`src/rtl/pin4_pwm_pkg.sv`:
```
// Package: register map, field layout, reset values and timing of the pin 4 PWM encoder.
// Assumes: registers reached over a 32-bit AXI4-Lite slave, one word per register index.
package pin4_pwm_pkg;

   // ----------------------------------------------------------------
   // Register indices (byte address is four times the index)
   // ----------------------------------------------------------------
   localparam logic [7:0] IDX_LOW_LEVEL_CFG = 8'h57;
   localparam logic [7:0] IDX_HIGH_LEVEL_CFG = 8'h58;
   localparam logic [7:0] IDX_SPARE_FILLER = 8'h59;
   localparam logic [7:0] IDX_SECTION_ONE_SUM = 8'h7e;
   localparam logic [7:0] IDX_SECTION_TWO_CFG = 8'h80;
   localparam int BYTE_SHIFT = 2;

   // ----------------------------------------------------------------
   // Reset values
   // ----------------------------------------------------------------
   localparam logic [15:0] RST_LOW_LEVEL_CFG = 16'h007f;
   localparam logic [15:0] RST_HIGH_LEVEL_CFG = 16'h3f80;
   localparam logic [15:0] RST_SPARE_FILLER = 16'h5555;
   localparam logic [15:0] RST_SECTION_ONE_SUM = 16'h0000;
   localparam logic [15:0] RST_SECTION_TWO_CFG = 16'h0000;

   // ----------------------------------------------------------------
   // Field layout
   // ----------------------------------------------------------------
   localparam int TB_MSB = 15;
   localparam int TB_LSB = 14;
   localparam int HC_MSB = 13;
   localparam int HC_LSB = 7;
   localparam int LC_MSB = 6;
   localparam int LC_LSB = 0;
   localparam int S2_EN_BIT = 15;
   localparam int TCODE_MSB = 2;
   localparam int TCODE_LSB = 0;
   localparam int COUNT_W = 7;
   localparam int TB_CNT_W = 10;

   // ----------------------------------------------------------------
   // Time base lengths minus one, in master-clock periods
   // ----------------------------------------------------------------
   localparam logic [TB_CNT_W-1:0] TB_LEN_00 = 10'h00f;
   localparam logic [TB_CNT_W-1:0] TB_LEN_01 = 10'h03f;
   localparam logic [TB_CNT_W-1:0] TB_LEN_10 = 10'h0ff;
   localparam logic [TB_CNT_W-1:0] TB_LEN_11 = 10'h3ff;

   // ----------------------------------------------------------------
   // AXI responses
   // ----------------------------------------------------------------
   localparam logic [1:0] RESP_OKAY = 2'h0;
   localparam logic [1:0] RESP_SLVERR = 2'h2;

   typedef struct packed {
      logic [1:0] tb;
      logic [COUNT_W-1:0] hc;
      logic [COUNT_W-1:0] lc;
   } level_cfg_t;

   typedef enum {PH_STATIC, PH_HIGH, PH_LOW} phase_t;

   // Last value of the time-base counter, i.e. length minus one
   function automatic logic [TB_CNT_W-1:0] tb_last(input logic [1:0] sel);
      case (sel)
         2'h0: tb_last = TB_LEN_00;
         2'h1: tb_last = TB_LEN_01;
         2'h2: tb_last = TB_LEN_10;
         default: tb_last = TB_LEN_11;
      endcase
   endfunction : tb_last

endpackage : pin4_pwm_pkg

```
`src/rtl/pin4_pwm_encoder.sv`:
```
// Top: AXI4-Lite register file plus the PWM level encoder of pin 4.
// Assumes: LEVEL_IN comes from logic on CLK; CE gates every state change except the reset release.
//
// Functional notes
// Two-bit select gives time base of 16, 64, 256 or 1024 clocks.
// One selected time base drives both generation and encoding of the pin.
// Low-level high count, bits 13:7, sets high units for a logic low.
// Low-level low count, bits 6:0, sets low units for a logic low.
// High-level high count sets high units while conveying a logic high.
// High-level low count sets low units while conveying a logic high.
// Period is sum of counts times time base; each phase its count times it.
// Zero high count on the low level gives a static low.
// Zero low count with nonzero high count on the low level gives static high.
// Both counts zero gives static low, overriding the static high.
// Zero high count on the high level gives a static low.
// Zero low count with nonzero high count on high level gives static high.
// Top two bits of the high-level register read as zero.
// Spare register holds sixteen read/write bits with no effect.
// Sixteen-bit read/write register holds the section one checksum value.
// Bit 15 enables the section two checksum; zero disables it.
// Bits 14:3 of the section two register read as zero.
// Bits 2:0 hold the test converter code, read/write, reset zero.
// Runs continuously; new settings take effect at the next period boundary.
`timescale 1ns/100ps
module pin4_pwm_encoder
   import pin4_pwm_pkg::*;
#(
   parameter int ADDR_W = 10
) (
   input wire logic CLK,
   input wire logic RST_N,
   input wire logic CE,
   input wire logic LEVEL_IN,
   output logic PWM_OUT,
   output logic PWM_OE,
   output logic SECTION_TWO_SUM_EN,
   output logic [2:0] TEST_CODE,
   input wire logic [ADDR_W-1:0] AWADDR,
   input wire logic AWVALID,
   output logic AWREADY,
   input wire logic [31:0] WDATA,
   input wire logic [3:0] WSTRB,
   input wire logic WVALID,
   output logic WREADY,
   output logic [1:0] BRESP,
   output logic BVALID,
   input wire logic BREADY,
   input wire logic [ADDR_W-1:0] ARADDR,
   input wire logic ARVALID,
   output logic ARREADY,
   output logic [31:0] RDATA,
   output logic [1:0] RRESP,
   output logic RVALID,
   input wire logic RREADY
);

   initial begin
      if (ADDR_W < 10 || ADDR_W > 16) begin
         $error("ADDR_W must lie between 10 and 16");
      end
   end

   // ----------------------------------------------------------------
   // Reset release
   // ----------------------------------------------------------------
   logic rst_meta_q;
   logic rst_n;

   always_ff @(posedge CLK or negedge RST_N) begin
      if (!RST_N) begin
         rst_meta_q <= 1'b0;
         rst_n <= 1'b0;
      end else begin
         rst_meta_q <= 1'b1;
         rst_n <= rst_meta_q;
      end
   end

   // ----------------------------------------------------------------
   // Register storage
   // ----------------------------------------------------------------
   logic [15:0] low_cfg_q;
   logic [15:0] high_cfg_q;
   logic [15:0] spare_q;
   logic [15:0] sum_one_q;
   logic s2_en_q;
   logic [2:0] tcode_q;

   // ----------------------------------------------------------------
   // Write channel: address and data taken in either order
   // ----------------------------------------------------------------
   logic aw_held_q;
   logic w_held_q;
   logic [ADDR_W-1:0] awaddr_q;
   logic [15:0] wdata_q;
   logic [1:0] wstrb_q;
   logic bvalid_q;
   logic [1:0] bresp_q;

   wire aw_take = AWVALID && !aw_held_q && !bvalid_q;
   wire w_take = WVALID && !w_held_q && !bvalid_q;
   wire wr_fire = aw_held_q && w_held_q && !bvalid_q;
   wire [7:0] wr_idx = awaddr_q[BYTE_SHIFT +: 8];
   wire wr_low = wr_fire && wr_idx == IDX_LOW_LEVEL_CFG;
   wire wr_high = wr_fire && wr_idx == IDX_HIGH_LEVEL_CFG;
   wire wr_spare = wr_fire && wr_idx == IDX_SPARE_FILLER;
   wire wr_sum = wr_fire && wr_idx == IDX_SECTION_ONE_SUM;
   wire wr_s2 = wr_fire && wr_idx == IDX_SECTION_TWO_CFG;
   wire wr_hit = wr_low || wr_high || wr_spare || wr_sum || wr_s2;
   wire [15:0] wmask = {{8{wstrb_q[1]}}, {8{wstrb_q[0]}}};
   wire [15:0] wr_val = wdata_q & wmask;

   function automatic logic [15:0] merge(input logic [15:0] old, input logic [15:0] val,
                                         input logic [15:0] msk);
      merge = (old & ~msk) | val;
   endfunction : merge

   always_ff @(posedge CLK or negedge rst_n) begin
      if (!rst_n) begin
         aw_held_q <= 1'b0;
         w_held_q <= 1'b0;
         awaddr_q <= '0;
         wdata_q <= '0;
         wstrb_q <= '0;
         bvalid_q <= 1'b0;
         bresp_q <= RESP_OKAY;
      end else if (CE) begin
         if (aw_take) begin
            aw_held_q <= 1'b1;
            awaddr_q <= AWADDR;
         end
         if (w_take) begin
            w_held_q <= 1'b1;
            wdata_q <= WDATA[15:0];
            wstrb_q <= WSTRB[1:0];
         end
         if (wr_fire) begin
            aw_held_q <= 1'b0;
            w_held_q <= 1'b0;
            bvalid_q <= 1'b1;
            bresp_q <= wr_hit ? RESP_OKAY : RESP_SLVERR;
         end else if (bvalid_q && BREADY) begin
            bvalid_q <= 1'b0;
         end
      end
   end

   // Reserved bits are never stored, so they cannot read back as ones
   always_ff @(posedge CLK or negedge rst_n) begin
      if (!rst_n) begin
         low_cfg_q <= RST_LOW_LEVEL_CFG;
         high_cfg_q <= RST_HIGH_LEVEL_CFG;
         spare_q <= RST_SPARE_FILLER;
         sum_one_q <= RST_SECTION_ONE_SUM;
         s2_en_q <= RST_SECTION_TWO_CFG[S2_EN_BIT];
         tcode_q <= RST_SECTION_TWO_CFG[TCODE_MSB:TCODE_LSB];
      end else if (CE) begin
         if (wr_low) low_cfg_q <= merge(low_cfg_q, wr_val, wmask);
         if (wr_high) begin
            high_cfg_q <= merge(high_cfg_q, wr_val, wmask) & 16'h3fff;
         end
         if (wr_spare) spare_q <= merge(spare_q, wr_val, wmask);
         if (wr_sum) sum_one_q <= merge(sum_one_q, wr_val, wmask);
         if (wr_s2 && wstrb_q[1]) s2_en_q <= wdata_q[S2_EN_BIT];
         if (wr_s2 && wstrb_q[0]) tcode_q <= wdata_q[TCODE_MSB:TCODE_LSB];
      end
   end

   // ----------------------------------------------------------------
   // Read channel: answer one cycle after the address is taken
   // ----------------------------------------------------------------
   logic rvalid_q;
   logic arready_q;
   logic [31:0] rdata_q;
   logic [1:0] rresp_q;

   // Ready is a flop so the address is only taken at a true handshake edge
   wire ar_take = ARVALID && arready_q;
   wire [7:0] rd_idx = ARADDR[BYTE_SHIFT +: 8];
   wire rd_low = rd_idx == IDX_LOW_LEVEL_CFG;
   wire rd_high = rd_idx == IDX_HIGH_LEVEL_CFG;
   wire rd_spare = rd_idx == IDX_SPARE_FILLER;
   wire rd_sum = rd_idx == IDX_SECTION_ONE_SUM;
   wire rd_s2 = rd_idx == IDX_SECTION_TWO_CFG;
   wire rd_hit = rd_low || rd_high || rd_spare || rd_sum || rd_s2;
   wire [15:0] s2_word = {s2_en_q, 12'h000, tcode_q};
   wire [15:0] rd_word = ({16{rd_low}} & low_cfg_q)
                       | ({16{rd_high}} & {2'h0, high_cfg_q[13:0]})
                       | ({16{rd_spare}} & spare_q)
                       | ({16{rd_sum}} & sum_one_q)
                       | ({16{rd_s2}} & s2_word);

   always_ff @(posedge CLK or negedge rst_n) begin
      if (!rst_n) begin
         rvalid_q <= 1'b0;
         arready_q <= 1'b0;
         rdata_q <= '0;
         rresp_q <= RESP_OKAY;
      end else if (CE) begin
         if (ar_take) begin
            rvalid_q <= 1'b1;
            arready_q <= 1'b0;
            rdata_q <= {16'h0000, rd_word};
            rresp_q <= rd_hit ? RESP_OKAY : RESP_SLVERR;
         end else if (rvalid_q && RREADY) begin
            rvalid_q <= 1'b0;
            arready_q <= 1'b1;
         end else if (!rvalid_q) begin
            arready_q <= 1'b1;
         end
      end
   end

   assign AWREADY = aw_held_q;
   assign WREADY = w_held_q;

   // ----------------------------------------------------------------
   // PWM generator
   // ----------------------------------------------------------------
   level_cfg_t low_lvl;
   level_cfg_t high_lvl;
   level_cfg_t sel_cfg;
   phase_t phase_q;
   logic [TB_CNT_W-1:0] tb_cnt_q;
   logic [TB_CNT_W-1:0] tb_last_q;
   logic [COUNT_W-1:0] unit_q;
   logic [COUNT_W-1:0] hc_q;
   logic [COUNT_W-1:0] lc_q;
   logic pwm_q;

   // Both levels share one time base field
   assign low_lvl = '{tb: low_cfg_q[TB_MSB:TB_LSB], hc: low_cfg_q[HC_MSB:HC_LSB],
                      lc: low_cfg_q[LC_MSB:LC_LSB]};
   assign high_lvl = '{tb: low_cfg_q[TB_MSB:TB_LSB], hc: high_cfg_q[HC_MSB:HC_LSB],
                       lc: high_cfg_q[LC_MSB:LC_LSB]};
   assign sel_cfg = LEVEL_IN ? high_lvl : low_lvl;

   wire unit_tick = CE && tb_cnt_q == tb_last_q;
   wire high_done = phase_q == PH_HIGH && unit_q == hc_q - 7'h01;
   wire low_done = phase_q == PH_LOW && unit_q == lc_q - 7'h01;
   // A static level re-evaluates every unit so a change shows within one unit
   wire boundary = unit_tick && (phase_q == PH_STATIC || low_done
                   || (high_done && lc_q == 7'h00));
   wire sel_zero_hc = sel_cfg.hc == 7'h00;
   wire sel_zero_lc = sel_cfg.lc == 7'h00;

   always_ff @(posedge CLK or negedge rst_n) begin
      if (!rst_n) begin
         tb_cnt_q <= '0;
         tb_last_q <= TB_LEN_00;
      end else if (CE) begin
         if (unit_tick) begin
            tb_cnt_q <= '0;
            if (boundary) tb_last_q <= tb_last(sel_cfg.tb);
         end else begin
            tb_cnt_q <= tb_cnt_q + 10'h001;
         end
      end
   end

   always_ff @(posedge CLK or negedge rst_n) begin
      if (!rst_n) begin
         phase_q <= PH_STATIC;
         unit_q <= '0;
         hc_q <= '0;
         lc_q <= '0;
         pwm_q <= 1'b0;
      end else if (CE && unit_tick) begin
         if (boundary) begin
            hc_q <= sel_cfg.hc;
            lc_q <= sel_cfg.lc;
            unit_q <= '0;
            if (sel_zero_hc) begin
               phase_q <= PH_STATIC;
               pwm_q <= 1'b0;
            end else if (sel_zero_lc) begin
               phase_q <= PH_STATIC;
               pwm_q <= 1'b1;
            end else begin
               phase_q <= PH_HIGH;
               pwm_q <= 1'b1;
            end
         end else begin
            case (phase_q)
               PH_HIGH: begin
                  if (high_done) begin
                     phase_q <= PH_LOW;
                     unit_q <= '0;
                     pwm_q <= 1'b0;
                  end else begin
                     unit_q <= unit_q + 7'h01;
                  end
               end
               PH_LOW: unit_q <= unit_q + 7'h01;
               default: unit_q <= '0;
            endcase
         end
      end
   end

   // ----------------------------------------------------------------
   // Outputs
   // ----------------------------------------------------------------
   logic oe_q;

   always_ff @(posedge CLK or negedge rst_n) begin
      if (!rst_n) oe_q <= 1'b0;
      else if (CE) oe_q <= 1'b1;
   end

   assign PWM_OUT = pwm_q;
   assign PWM_OE = oe_q;
   assign SECTION_TWO_SUM_EN = s2_en_q;
   assign TEST_CODE = tcode_q;
   assign BVALID = bvalid_q;
   assign BRESP = bresp_q;
   assign ARREADY = arready_q;
   assign RVALID = rvalid_q;
   assign RDATA = rdata_q;
   assign RRESP = rresp_q;
endmodule : pin4_pwm_encoder

```
`config.mk`:
```
export PLATFORM = sky130hd
export DESIGN_NAME = pin4_pwm_encoder
export DESIGN_NICKNAME = d
export VERILOG_FILES = /design/src/rtl/pin4_pwm_pkg.sv /design/src/rtl/pin4_pwm_encoder.sv
export SDC_FILE = /design/constraint.sdc
export NUM_CORES = 1
export LEC_CHECK = 0
export CORE_MARGIN = 2
export CORE_UTILIZATION = 57
export CTS_BUF_LIST = sky130_fd_sc_hd__clkbuf_2 sky130_fd_sc_hd__clkbuf_4 sky130_fd_sc_hd__clkbuf_8
export DETAILED_ROUTE_END_ITERATION = 6
export DONT_BUFFER_PORTS = 1
export PLACE_DENSITY = 0.72
export SETUP_SLACK_MARGIN = 0.3
export SLEW_MARGIN = 20
export SYNTH_ARGS = -nofsm -noshare
export SYNTH_HDL_FRONTEND = slang
export SYNTH_SLANG_ARGS = --single-unit
```
`constraint.sdc`:
```
create_clock -name CLK -period 5.3 [get_ports CLK]
set_input_delay 0.53 -clock CLK [delete_from_list [all_inputs] [get_ports CLK]]
set_output_delay 0.53 -clock CLK [all_outputs]
set_load 0.01 [all_outputs]
```
==> run_results.csv, run 1 <==
group,metric,value,unit
floorplanning,start_util,58.8,%
sta,fin_skew,0.0141,ns
floorplanning,dieWidth,118,um
sta,fin_crit_sh,58.3,%
setup_path,crit_slowest_cell,"o2bb2ai_2",
logic_synthesis,yosys_warnings,0,
flow_run,maxCapViolations,0,
final_layout,diodes,0,
placed_design,io_buffers,0,
pwr,ir_worst_vdd,0.292,mV
floorplanning,die_area,14000,sq um
floorplanning,rows,41,
sta,grt_setup_unrepaired,"no",
pwr,power_per_cell_area,345,nW/um^2
drt,drtIter0Drc,300,
sta,tightest_slew,0.978,ns
sta,setup_slack,2.21,ns
grt,grt-ovfl-total,0,
final_layout,post_route_cells_drive_above_1_share,29.6,%
clock_tree,cts_sinks,155,
setup_path,path_cells,"inv_1 > ha_1 > nor3b_1 > xnor2_1 > a211oi_1 > a31oi_1 > o2bb2ai_2 > buf_4 > mux2_4",
drt,dr.max_layer_used,"met4",
grt,grt_pass1_wl,25.9,mm
grt,grt_usage,23.4,%
pwr,total_power,2760,uW
drt,ant_nets,0,
clock_tree,numCtsBuffers,17,
clock_tree,clkTransAtPathRegs,0.08,ns
drt,via_per_inst,5.98,
pwr,p_leak,0.00359,uW
grt,grt_max_degree,80,
clock_tree,htree_levels,4,
run_status,status,"finished clean",
logic_synthesis,synth_top_area_share,44.7,%
floorplanning,io_pins,112,
drt,met2_length,7.65,mm
sta,tns,0,ns
logic_synthesis,yosys-top-cells-count,"dfrtp_1 (133), mux2_2 (99), nand2_1 (50)",
setup_path,arrival,3.42,ns
placed_design,dp_hpwl,10.7,mm
setup_path,cp_max_fo,14,
setup_path,worstSetupPathType,"reg -> reg",
placed_design,gp_congestion,0.852,
final_layout,fillCellCount,984,
setup_path,cpPeakStageDelay,0.74,ns
sta,setup_viol,0,
logic_synthesis,yosysUniqueCellTypes,63,
drt,routed_wl,15.4,mm
setup_path,cp_data_required_time,5.63,ns
drt,wl_per_cell,19.3,um
sta,drv_slew,0,
placed_design,pre_cts_slack,2.20,ns
logic_synthesis,synth_top_flop_cell,"dfrtp_1",
logic_synthesis,seq_area_frac_synth,52.5,%
logic_synthesis,synth_cells,610,
floorplanning,die_y,118,um
grt,antenna_found_initial,0,
final_layout,final_nets,687,
clock_tree,ctsResizeCount,0,
clock_tree,clk_latency,0.45,ns
setup_path,start_kind,"flop",
sta,hold_viol_final,0,
clock_tree,cts_buffer_depth,2,
logic_synthesis,yosys_register_bits,155,
clock_tree,clockRootBuffer,"clkbuf_8",
logic_synthesis,netlist_area,7450,sq um
grt,grt_pass1_vias,5134,
drt,drc,0,
logic_synthesis,synth_edf_count,0,
sta,slew_headroom,34.6,%
drt,vias,4782,
logic_synthesis,avgSynthCellArea,12.2,sq um
final_layout,syn_to_final_growth,7.43,%
min_path,hp-class,"in -> reg",
floorplanning,core_area,12700,sq um
drt,drt-met1-wl,6.70,mm
clock_tree,cts_tree,"done",
drt,drtPass1Iterations,5,
sta,clock.fmax,324,MHz
logic_synthesis,yosysMostFrequentCell,"dfrtp_1",
drt,wl_met3,675,um
logic_synthesis,synthTopCellsByArea,"dfrtp_1 (45%), mux2_2 (15%), dfstp_2 (7.8%)",
setup_path,worstSetupEndpointType,"flop",
logic_synthesis,synthArstFlopShare,100,%
sta,period_needed,3.09,ns
logic_synthesis,synth_top_area_cell,"dfrtp_1",
path summary, 6_finish.rpt:
| kind | from | end | slack [ns] | depth (start not counted) |
|---|---|---|---|---|
| max reg2reg | lc_q[0]$_DFFE_PN0P_ | hc_q[5]$_DFFE_PN0P_ | 2.21 | 9 |
| min reg2reg | rst_n$_DFF_PN0_ | wdata_q[13]$_DFFE_PN0P_ | 0.23 | 0 |
| max | lc_q[0]$_DFFE_PN0P_ | hc_q[5]$_DFFE_PN0P_ | 2.21 | 9 |
| max in group asynchronous | rst_n$_DFF_PN0_ | asynchronous set/reset pin | 4.36 | 1 |
| min | CE | ARREADY$_DFFE_PN0P_ | 0.17 | 1 |
| min in group asynchronous | rst_n$_DFF_PN0_ | wdata_q[13]$_DFFE_PN0P_ | 0.23 | 0 |
critical path: cells and delay by family, from the launching register on:
family / cells / cell delay [ns]
multiplexers: 1 / 0.31
adder cells (fa/ha/maj): 1 / 0.21
AND/OR/NAND/NOR: 1 / 0.27
flip-flops: 1 / 0.41
AO/OA/AOI/OAI: 3 / 1.26
XOR/XNOR: 1 / 0.11
buffers and inverters: 2 / 0.41
per-layer routing:
| layer | global-route usage (%) | vias up |
|---|---|---|
| met5 | 0 | - |
| met4 | 7.83 | 0 |
| met3 | 6.08 | 28 |
| met2 | 39.0 | 120 |
| met1 | 29.7 | 2430 |
| li1 | - | 2204 |
layout by cell type (no fill, tap or decap), types with 7 or more instances in the layout:
cell	netlist	routed
a21oi_1	10	10
a221oi_1	11	11
a22o_1	12	12
clkbuf_8	0	19
conb_1	2	19
dfrtp_1	133	132
dfstp_2	22	22
ha_1	7	7
inv_1	13	13
mux2_2	99	99
mux2_4	11	11
mux2i_1	11	11
nand2_1	50	50
nand3_1	19	19
nor2_1	23	22
nor3_1	9	9
o21ai_0	14	14
xnor2_1	17	17
xor2_1	10	10
layout make-up:
class	instances	area, sq um	area share [%]
clock buffers	20	269	3.36
clock inverters	12	133	1.66
inverters	13	48.8	0.610
multi-input cells	420	3330	41.6
flip-flops and latches	155	3910	48.9
well taps	172	215	2.69
repair buffers	8	95.1	1.19
stage by stage:
stage               hold slack, ns  util, %  area, sq um  instances
floorplan                    0.234        -         7510        627
global placement             0.234     59.6         7550        766
detailed placement           0.234     59.6         7550        766
CTS                          0.149     62.9         7960        799
global route                 0.156     63.1         8000        800
finish                       0.173     63.1         8000        800
power by group:
group	total (uW)	internal [uW]	switching [uW]
Clock	900	454	446
Combinational	308	170	139
Sequential	1550	1350	202
timing repair:
action                                 in CTS  in global routing
hold buffers                                1                  0
endpoints found under the hold margin       2                  0
buffers inserted                            0                  0
cells by family after synthesis:
kind of cell	share of synthesized area, %
multiplexers	19.1
other	0.101
XOR/XNOR	3.18
AO/OA/AOI/OAI	9.14
buffers and inverters	3.92
adder cells (fa/ha/maj)	1.18
flip-flops	52.5
AND/OR/NAND/NOR	10.9
Power figures use the tool's default switching activity.
==> run 2, diff against run 1 <==
==> constraint.sdc (replaced) <==
create_clock -name CLK -period 3 [get_ports CLK]
set_input_delay 0.3 -clock CLK [delete_from_list [all_inputs] [get_ports CLK]]
set_output_delay 0.3 -clock CLK [all_outputs]
set_load 0.01 [all_outputs]
==> run_results.csv, run 2 (same netlist as run 1, synthesis figures left out) <==
group,metric,value,unit
clock_tree,cts_setup_buffers,0,
drt,wl_per_cell,18.9,um
floorplanning,rows,41,
floorplanning,io_pins,112,
final_layout,final_cell_mix,"dfrtp_1 (132), mux2_2 (99), nand2_1 (50), dlygate4sd3_1 (32), nor2_1 (23)",
drt,drtIter0Drc,293,
drt,routed_wl,15.9,mm
pwr,p_leak,0.00375,uW
final_layout,mostFrequentLayoutCell,"dfrtp_1",
clock_tree,numCtsBuffers,17,
setup_path,reg2reg_depth,9,
placed_design,gp_congestion,0.838,
sta,setup_viol,0,
sta,period_needed,2.54,ns
pwr,power_per_cell_area,583,nW/um^2
flow_run,maxCapViolations,0,
floorplanning,die_y,118,um
sta,tns,0,ns
floorplanning,dieWidth,118,um
sta,holdWs,0.0687,ns
floorplanning,start_util,58.8,%
clock_tree,clockRootBuffer,"clkbuf_8",
sta,hold_viol_final,0,
clock_tree,cts_sinks,155,
min_path,hp-class,"in -> async",
clock_tree,clk_latency,0.46,ns
drt,via_per_inst,5.99,
floorplanning,core_area,12700,sq um
sta,fin_crit_sh,84.5,%
clock_tree,htree_levels,4,
drt,drc,0,
drt,vias,5034,
placed_design,io_buffers,0,
grt,grt_usage,24.1,%
setup_path,worstSetupEndpointType,"flop",
setup_path,cp_max_fo,20,
grt,grt_pass1_vias,5243,
pwr,ir_worst_vdd,0.441,mV
final_layout,fin_util,65.9,%
setup_path,worstSetupPathType,"reg -> reg",
clock_tree,cts_tree,"done",
setup_path,r2r_start,"hc_q[0]$_DFFE_PN0P_",
sta,drv_slew,0,
floorplanning,die_area,14000,sq um
drt,ant_nets,0,
grt,grt_max_degree,88,
final_layout,syn_to_final_growth,12.2,%
setup_path,arrival,2.87,ns
grt,grt_pass1_wl,26.6,mm
setup_path,r2r-end,"hc_q[5]$_DFFE_PN0P_",
setup_path,start_kind,"flop",
clock_tree,cts_buffer_depth,2,
drt,drtPass1Iterations,5,
setup_path,cp_data_required_time,3.33,ns
clock_tree,clkTransAtPathRegs,0.08,ns
final_layout,diodes,0,
sta,clock.fmax,394,MHz
sta,tightest_slew,0.723,ns
sta,slew_headroom,51.4,%
final_layout,post_route_cells_drive_above_1_share,28.7,%
grt,antenna_found_initial,0,
final_layout,fillCellCount,975,
sta,grt_setup_unrepaired,"no",
sta,fin_skew,0.0122,ns
final_layout,final_nets,727,
placed_design,dp_hpwl,10.7,mm
setup_path,setup.reg_to_reg.worst_slack,0.46,ns
grt,grt-ovfl-total,0,
run_status,status,"finished clean",
run 2: cell count changes in the layout (fill, tap and decap cells not counted), moves of 2 or more:
| cell | delta |
|---|---|
| dlygate4sd3_1 | +31 |
| inv_6 | -3 |
| buf_4 | +9 |
| clkinv_4 | +2 |
run 2: worst max-delay path by stage:
stage	from	to	slack, ns	cells past startpoint
6_report	hc_q[0]$_DFFE_PN0P_	hc_q[5]$_DFFE_PN0P_	0.46	9
3_3_place_gp	hc_q[0]$_DFFE_PN0P_	lc_q[3]$_DFFE_PN0P_	0.46	9
2_1_floorplan	rst_n$_DFF_PN0_	ARREADY$_DFFE_PN0P_	0.45	0
4_1_cts	hc_q[0]$_DFFE_PN0P_	hc_q[5]$_DFFE_PN0P_	0.37	9
3_5_place_dp	hc_q[0]$_DFFE_PN0P_	hc_q[6]$_DFFE_PN0P_	0.39	9
5_1_grt	hc_q[0]$_DFFE_PN0P_	hc_q[5]$_DFFE_PN0P_	0.33	9
run 2: critical path, stage by stage (launching register included):
cell and delay [ns]:
dfrtp_1 0.41, inv_1 0.10, ha_1 0.19, nor3b_4 0.25, xor2_1 0.11, o22a_2 0.27, a2111oi_4 0.38, o2bb2ai_2 0.18
buf_12 0.21, mux2_4 0.31
run 2: timing repair:
action                     in CTS  in global routing
hold buffers                   32                  0
setup endpoints to repair       0                 11
resized for setup               0                  1
hold endpoints to repair       36                  0
run 2: area by class of cell:
class / count / area [sq um] / area share, %
inverters: 13 / 48.8 / 0.584
multi-input cells: 420 / 3320 / 39.8
flip-flops and latches: 155 / 3910 / 46.8
clock buffers: 21 / 283 / 3.38
repair buffers: 48 / 465 / 5.57
clock inverters: 11 / 108 / 1.29
well taps: 172 / 215 / 2.58
run 2: metrics by stage:
stage	cells	total power (uW)	instance area (sq um)	setup WS, ns
2_1_floorplan	627	3140	7510	0.453
3_3_place_gp	776	3270	7640	0.464
3_5_place_dp	776	3330	7640	0.390
4_1_cts	840	4900	8350	0.371
5_1_grt	840	5110	8350	0.330
6_report	840	4870	8350	0.464
run 2: metal layers:
layer / track usage (%) / wire, um / up-vias / share of wire (%)
met5: 0 / 0 / - / 0
li1: - / - / 2296 / -
met3: 6.23 / 738 / 25 / 4.7
met2: 39.1 / 7930 / 125 / 50
met4: 7.53 / 219 / 0 / 1.4
met1: 31.9 / 6980 / 2588 / 44
run 2: where the power goes:
group / total (uW) / internal (uW) / switching (uW)
Combinational: 590 / 329 / 261
Clock: 1530 / 741 / 788
Sequential: 2750 / 2390 / 368
Total: 4870 / 3450 / 1420
==> run 3, diff against run 2 <==
==> constraint.sdc (replaced) <==
create_clock -name CLK -period 2.5 [get_ports CLK]
set_input_delay 0.25 -clock CLK [delete_from_list [all_inputs] [get_ports CLK]]
set_output_delay 0.25 -clock CLK [all_outputs]
set_load 0.01 [all_outputs]
==> run_results.csv, run 3 (same netlist as run 1, synthesis figures left out) <==
group,metric,value,unit
clock_tree,cts_tree,"done",
sta,period_needed,2.52,ns
drt,drc,0,
clock_tree,htree_levels,4,
clock_tree,cts_buffer_depth,2,
min_path,hp-start,"CE",
final_layout,diodes,0,
run_status,status,"finished, violations left",
pwr,power_per_cell_area,670,nW/um^2
placed_design,dp_hpwl,11.3,mm
setup_path,reg2reg_depth,10,
grt,grt_pass1_wl,27.2,mm
placed_design,dpl.cell_count,786,
sta,fin_crit_sh,101,%
floorplanning,start_util,58.8,%
floorplanning,dieWidth,118,um
setup_path,start_kind,"flop",
setup_path,crit_buf_inv,3,
sta,setup_viol,5,
setup_path,arrival,2.86,ns
setup_path,crit_family,"compound AO/OA/AOI/OAI gates",
setup_path,r2r-end,"hc_q[6]$_DFFE_PN0P_",
setup_path,r2r_start,"hc_q[1]$_DFFE_PN0P_",
placed_design,io_buffers,0,
min_path,holdPathStages,2,
setup_path,crit_slowest_cell,"dfrtp_1",
pwr,ir_worst_vdd,0.500,mV
sta,hold_viol_final,0,
drt,drtPass1Iterations,4,
setup_path,worstSetupEndpointType,"flop",
drt,ant_nets,0,
sta,drv_slew,0,
sta,tns,-0.0586,ns
setup_path,cp_data_required_time,2.85,ns
min_path,hp-class,"in -> reg",
final_layout,final_cells,869,
final_layout,final_cell_mix,"dfrtp_1 (131), mux2_2 (99), nand2_1 (50), dlygate4sd3_1 (34), buf_4 (33)",
drt,drtIter0Drc,309,
drt,wl_per_cell,19.2,um
pwr,p_leak,0.00390,uW
setup_path,setup.reg_to_reg.worst_slack,-0.02,ns
drt,routed_wl,16.7,mm
setup_path,path_cells,"inv_2 > ha_4 > nor3b_4 > xor2_1 > o22a_2 > a2111oi_4 > o2bb2ai_2 > buf_6 > clkbuf_16 > mux2_4",
clock_tree,cts_sinks,155,
drt,via_per_inst,5.86,
final_layout,syn_to_final_growth,16.9,%
flow_run,maxCapViolations,0,
grt,grt-ovfl-total,0,
clock_tree,clk_latency,0.46,ns
final_layout,mostFrequentLayoutCell,"dfrtp_1",
clock_tree,clkTransAtPathRegs,0.08,ns
setup_path,crit_start,"hc_q[1]$_DFFE_PN0P_",
final_layout,final_nets,756,
setup_path,worstSetupPathType,"reg -> reg",
floorplanning,die_y,118,um
clock_tree,clockRootBuffer,"clkbuf_8",
clock_tree,numCtsBuffers,17,
sta,fin_skew,0.0151,ns
floorplanning,die_area,14000,sq um
floorplanning,rows,41,
drt,vias,5088,
grt,grt_max_degree,51,
grt,grt_usage,25.0,%
sta,clock.fmax,397,MHz
setup_path,cp_max_fo,5,
final_layout,post_route_cells_drive_above_1_share,33.1,%
floorplanning,core_area,12700,sq um
pwr,total_power,5830,uW
placed_design,gp_congestion,0.827,
sta,setup_slack,-0.0159,ns
sta,tightest_slew,0.718,ns
min_path,min_to,"SECTION_TWO_SUM_EN$_DFFE_PN0P_",
setup_path,cpPeakStageDelay,0.40,ns
grt,grt_pass1_vias,5229,
floorplanning,io_pins,112,
sta,grt_setup_unrepaired,"yes",
run_status,violations,"negative setup slack",
grt,antenna_found_initial,0,
sta,slew_headroom,51.9,%
run 3: worst max path at each step:
stage	depth (start not counted)	end	slack [ns]
floorplan	9	hc_q[2]$_DFFE_PN0P_	0.22
global placement	9	lc_q[2]$_DFFE_PN0P_	0.11
detailed placement	9	lc_q[2]$_DFFE_PN0P_	0.009
CTS	10	lc_q[2]$_DFFE_PN0P_	0.06
global route	10	hc_q[6]$_DFFE_PN0P_	-0.11
finish	10	hc_q[6]$_DFFE_PN0P_	-0.02
run 3: layout make-up:
cell class / count / area [sq um]
timing repair buffer: 77 / 757
clock inverter: 11 / 96.3
fill: 915 / 3970
inverter: 13 / 48.8
multi-input combinational: 420 / 3390
clock buffer: 21 / 283
sequential: 155 / 3910
tap: 172 / 215
run 3: metrics by stage:
stage | utilization [%] | setup WS [ns] | hold WS [ns] | area (sq um)
3_3_place_gp | 60.9 | 0.107 | -0.0455 | 7720
3_5_place_dp | 60.9 | 0.00896 | -0.0455 | 7720
2_1_floorplan | - | 0.217 | -0.0456 | 7520
4_1_cts | 67.6 | 0.0598 | 0.0178 | 8560
5_1_grt | 68.7 | -0.109 | 0.0230 | 8700
6_report | 68.7 | -0.0159 | 0.0408 | 8700
run 3: layer usage:
metal	global-route usage [%]	vias to the layer above	wire [um]
met5	0	-	0
met4	9.56	0	252
met3	4.92	22	834
met2	40.4	114	8290
met1	33.4	2610	7320
li1	-	2342	-
run 3: power breakdown:
part / total, uW / switching [uW] / leakage [uW] / internal (uW)
Clock: 1800 / 993 / 0.000190 / 804
Combinational: 710 / 307 / 0.00177 / 402
Sequential: 3330 / 462 / 0.00195 / 2860
run 3: repair_timing:
item / CTS / global route
setup endpoints to repair: 26 / 92
cloned: 1 / 1
setup buffers: 8 / 7
hold buffers: 34 / 0
resized for setup: 7 / 16
pin swaps: 0 / 12
hold endpoints to repair: 37 / 0
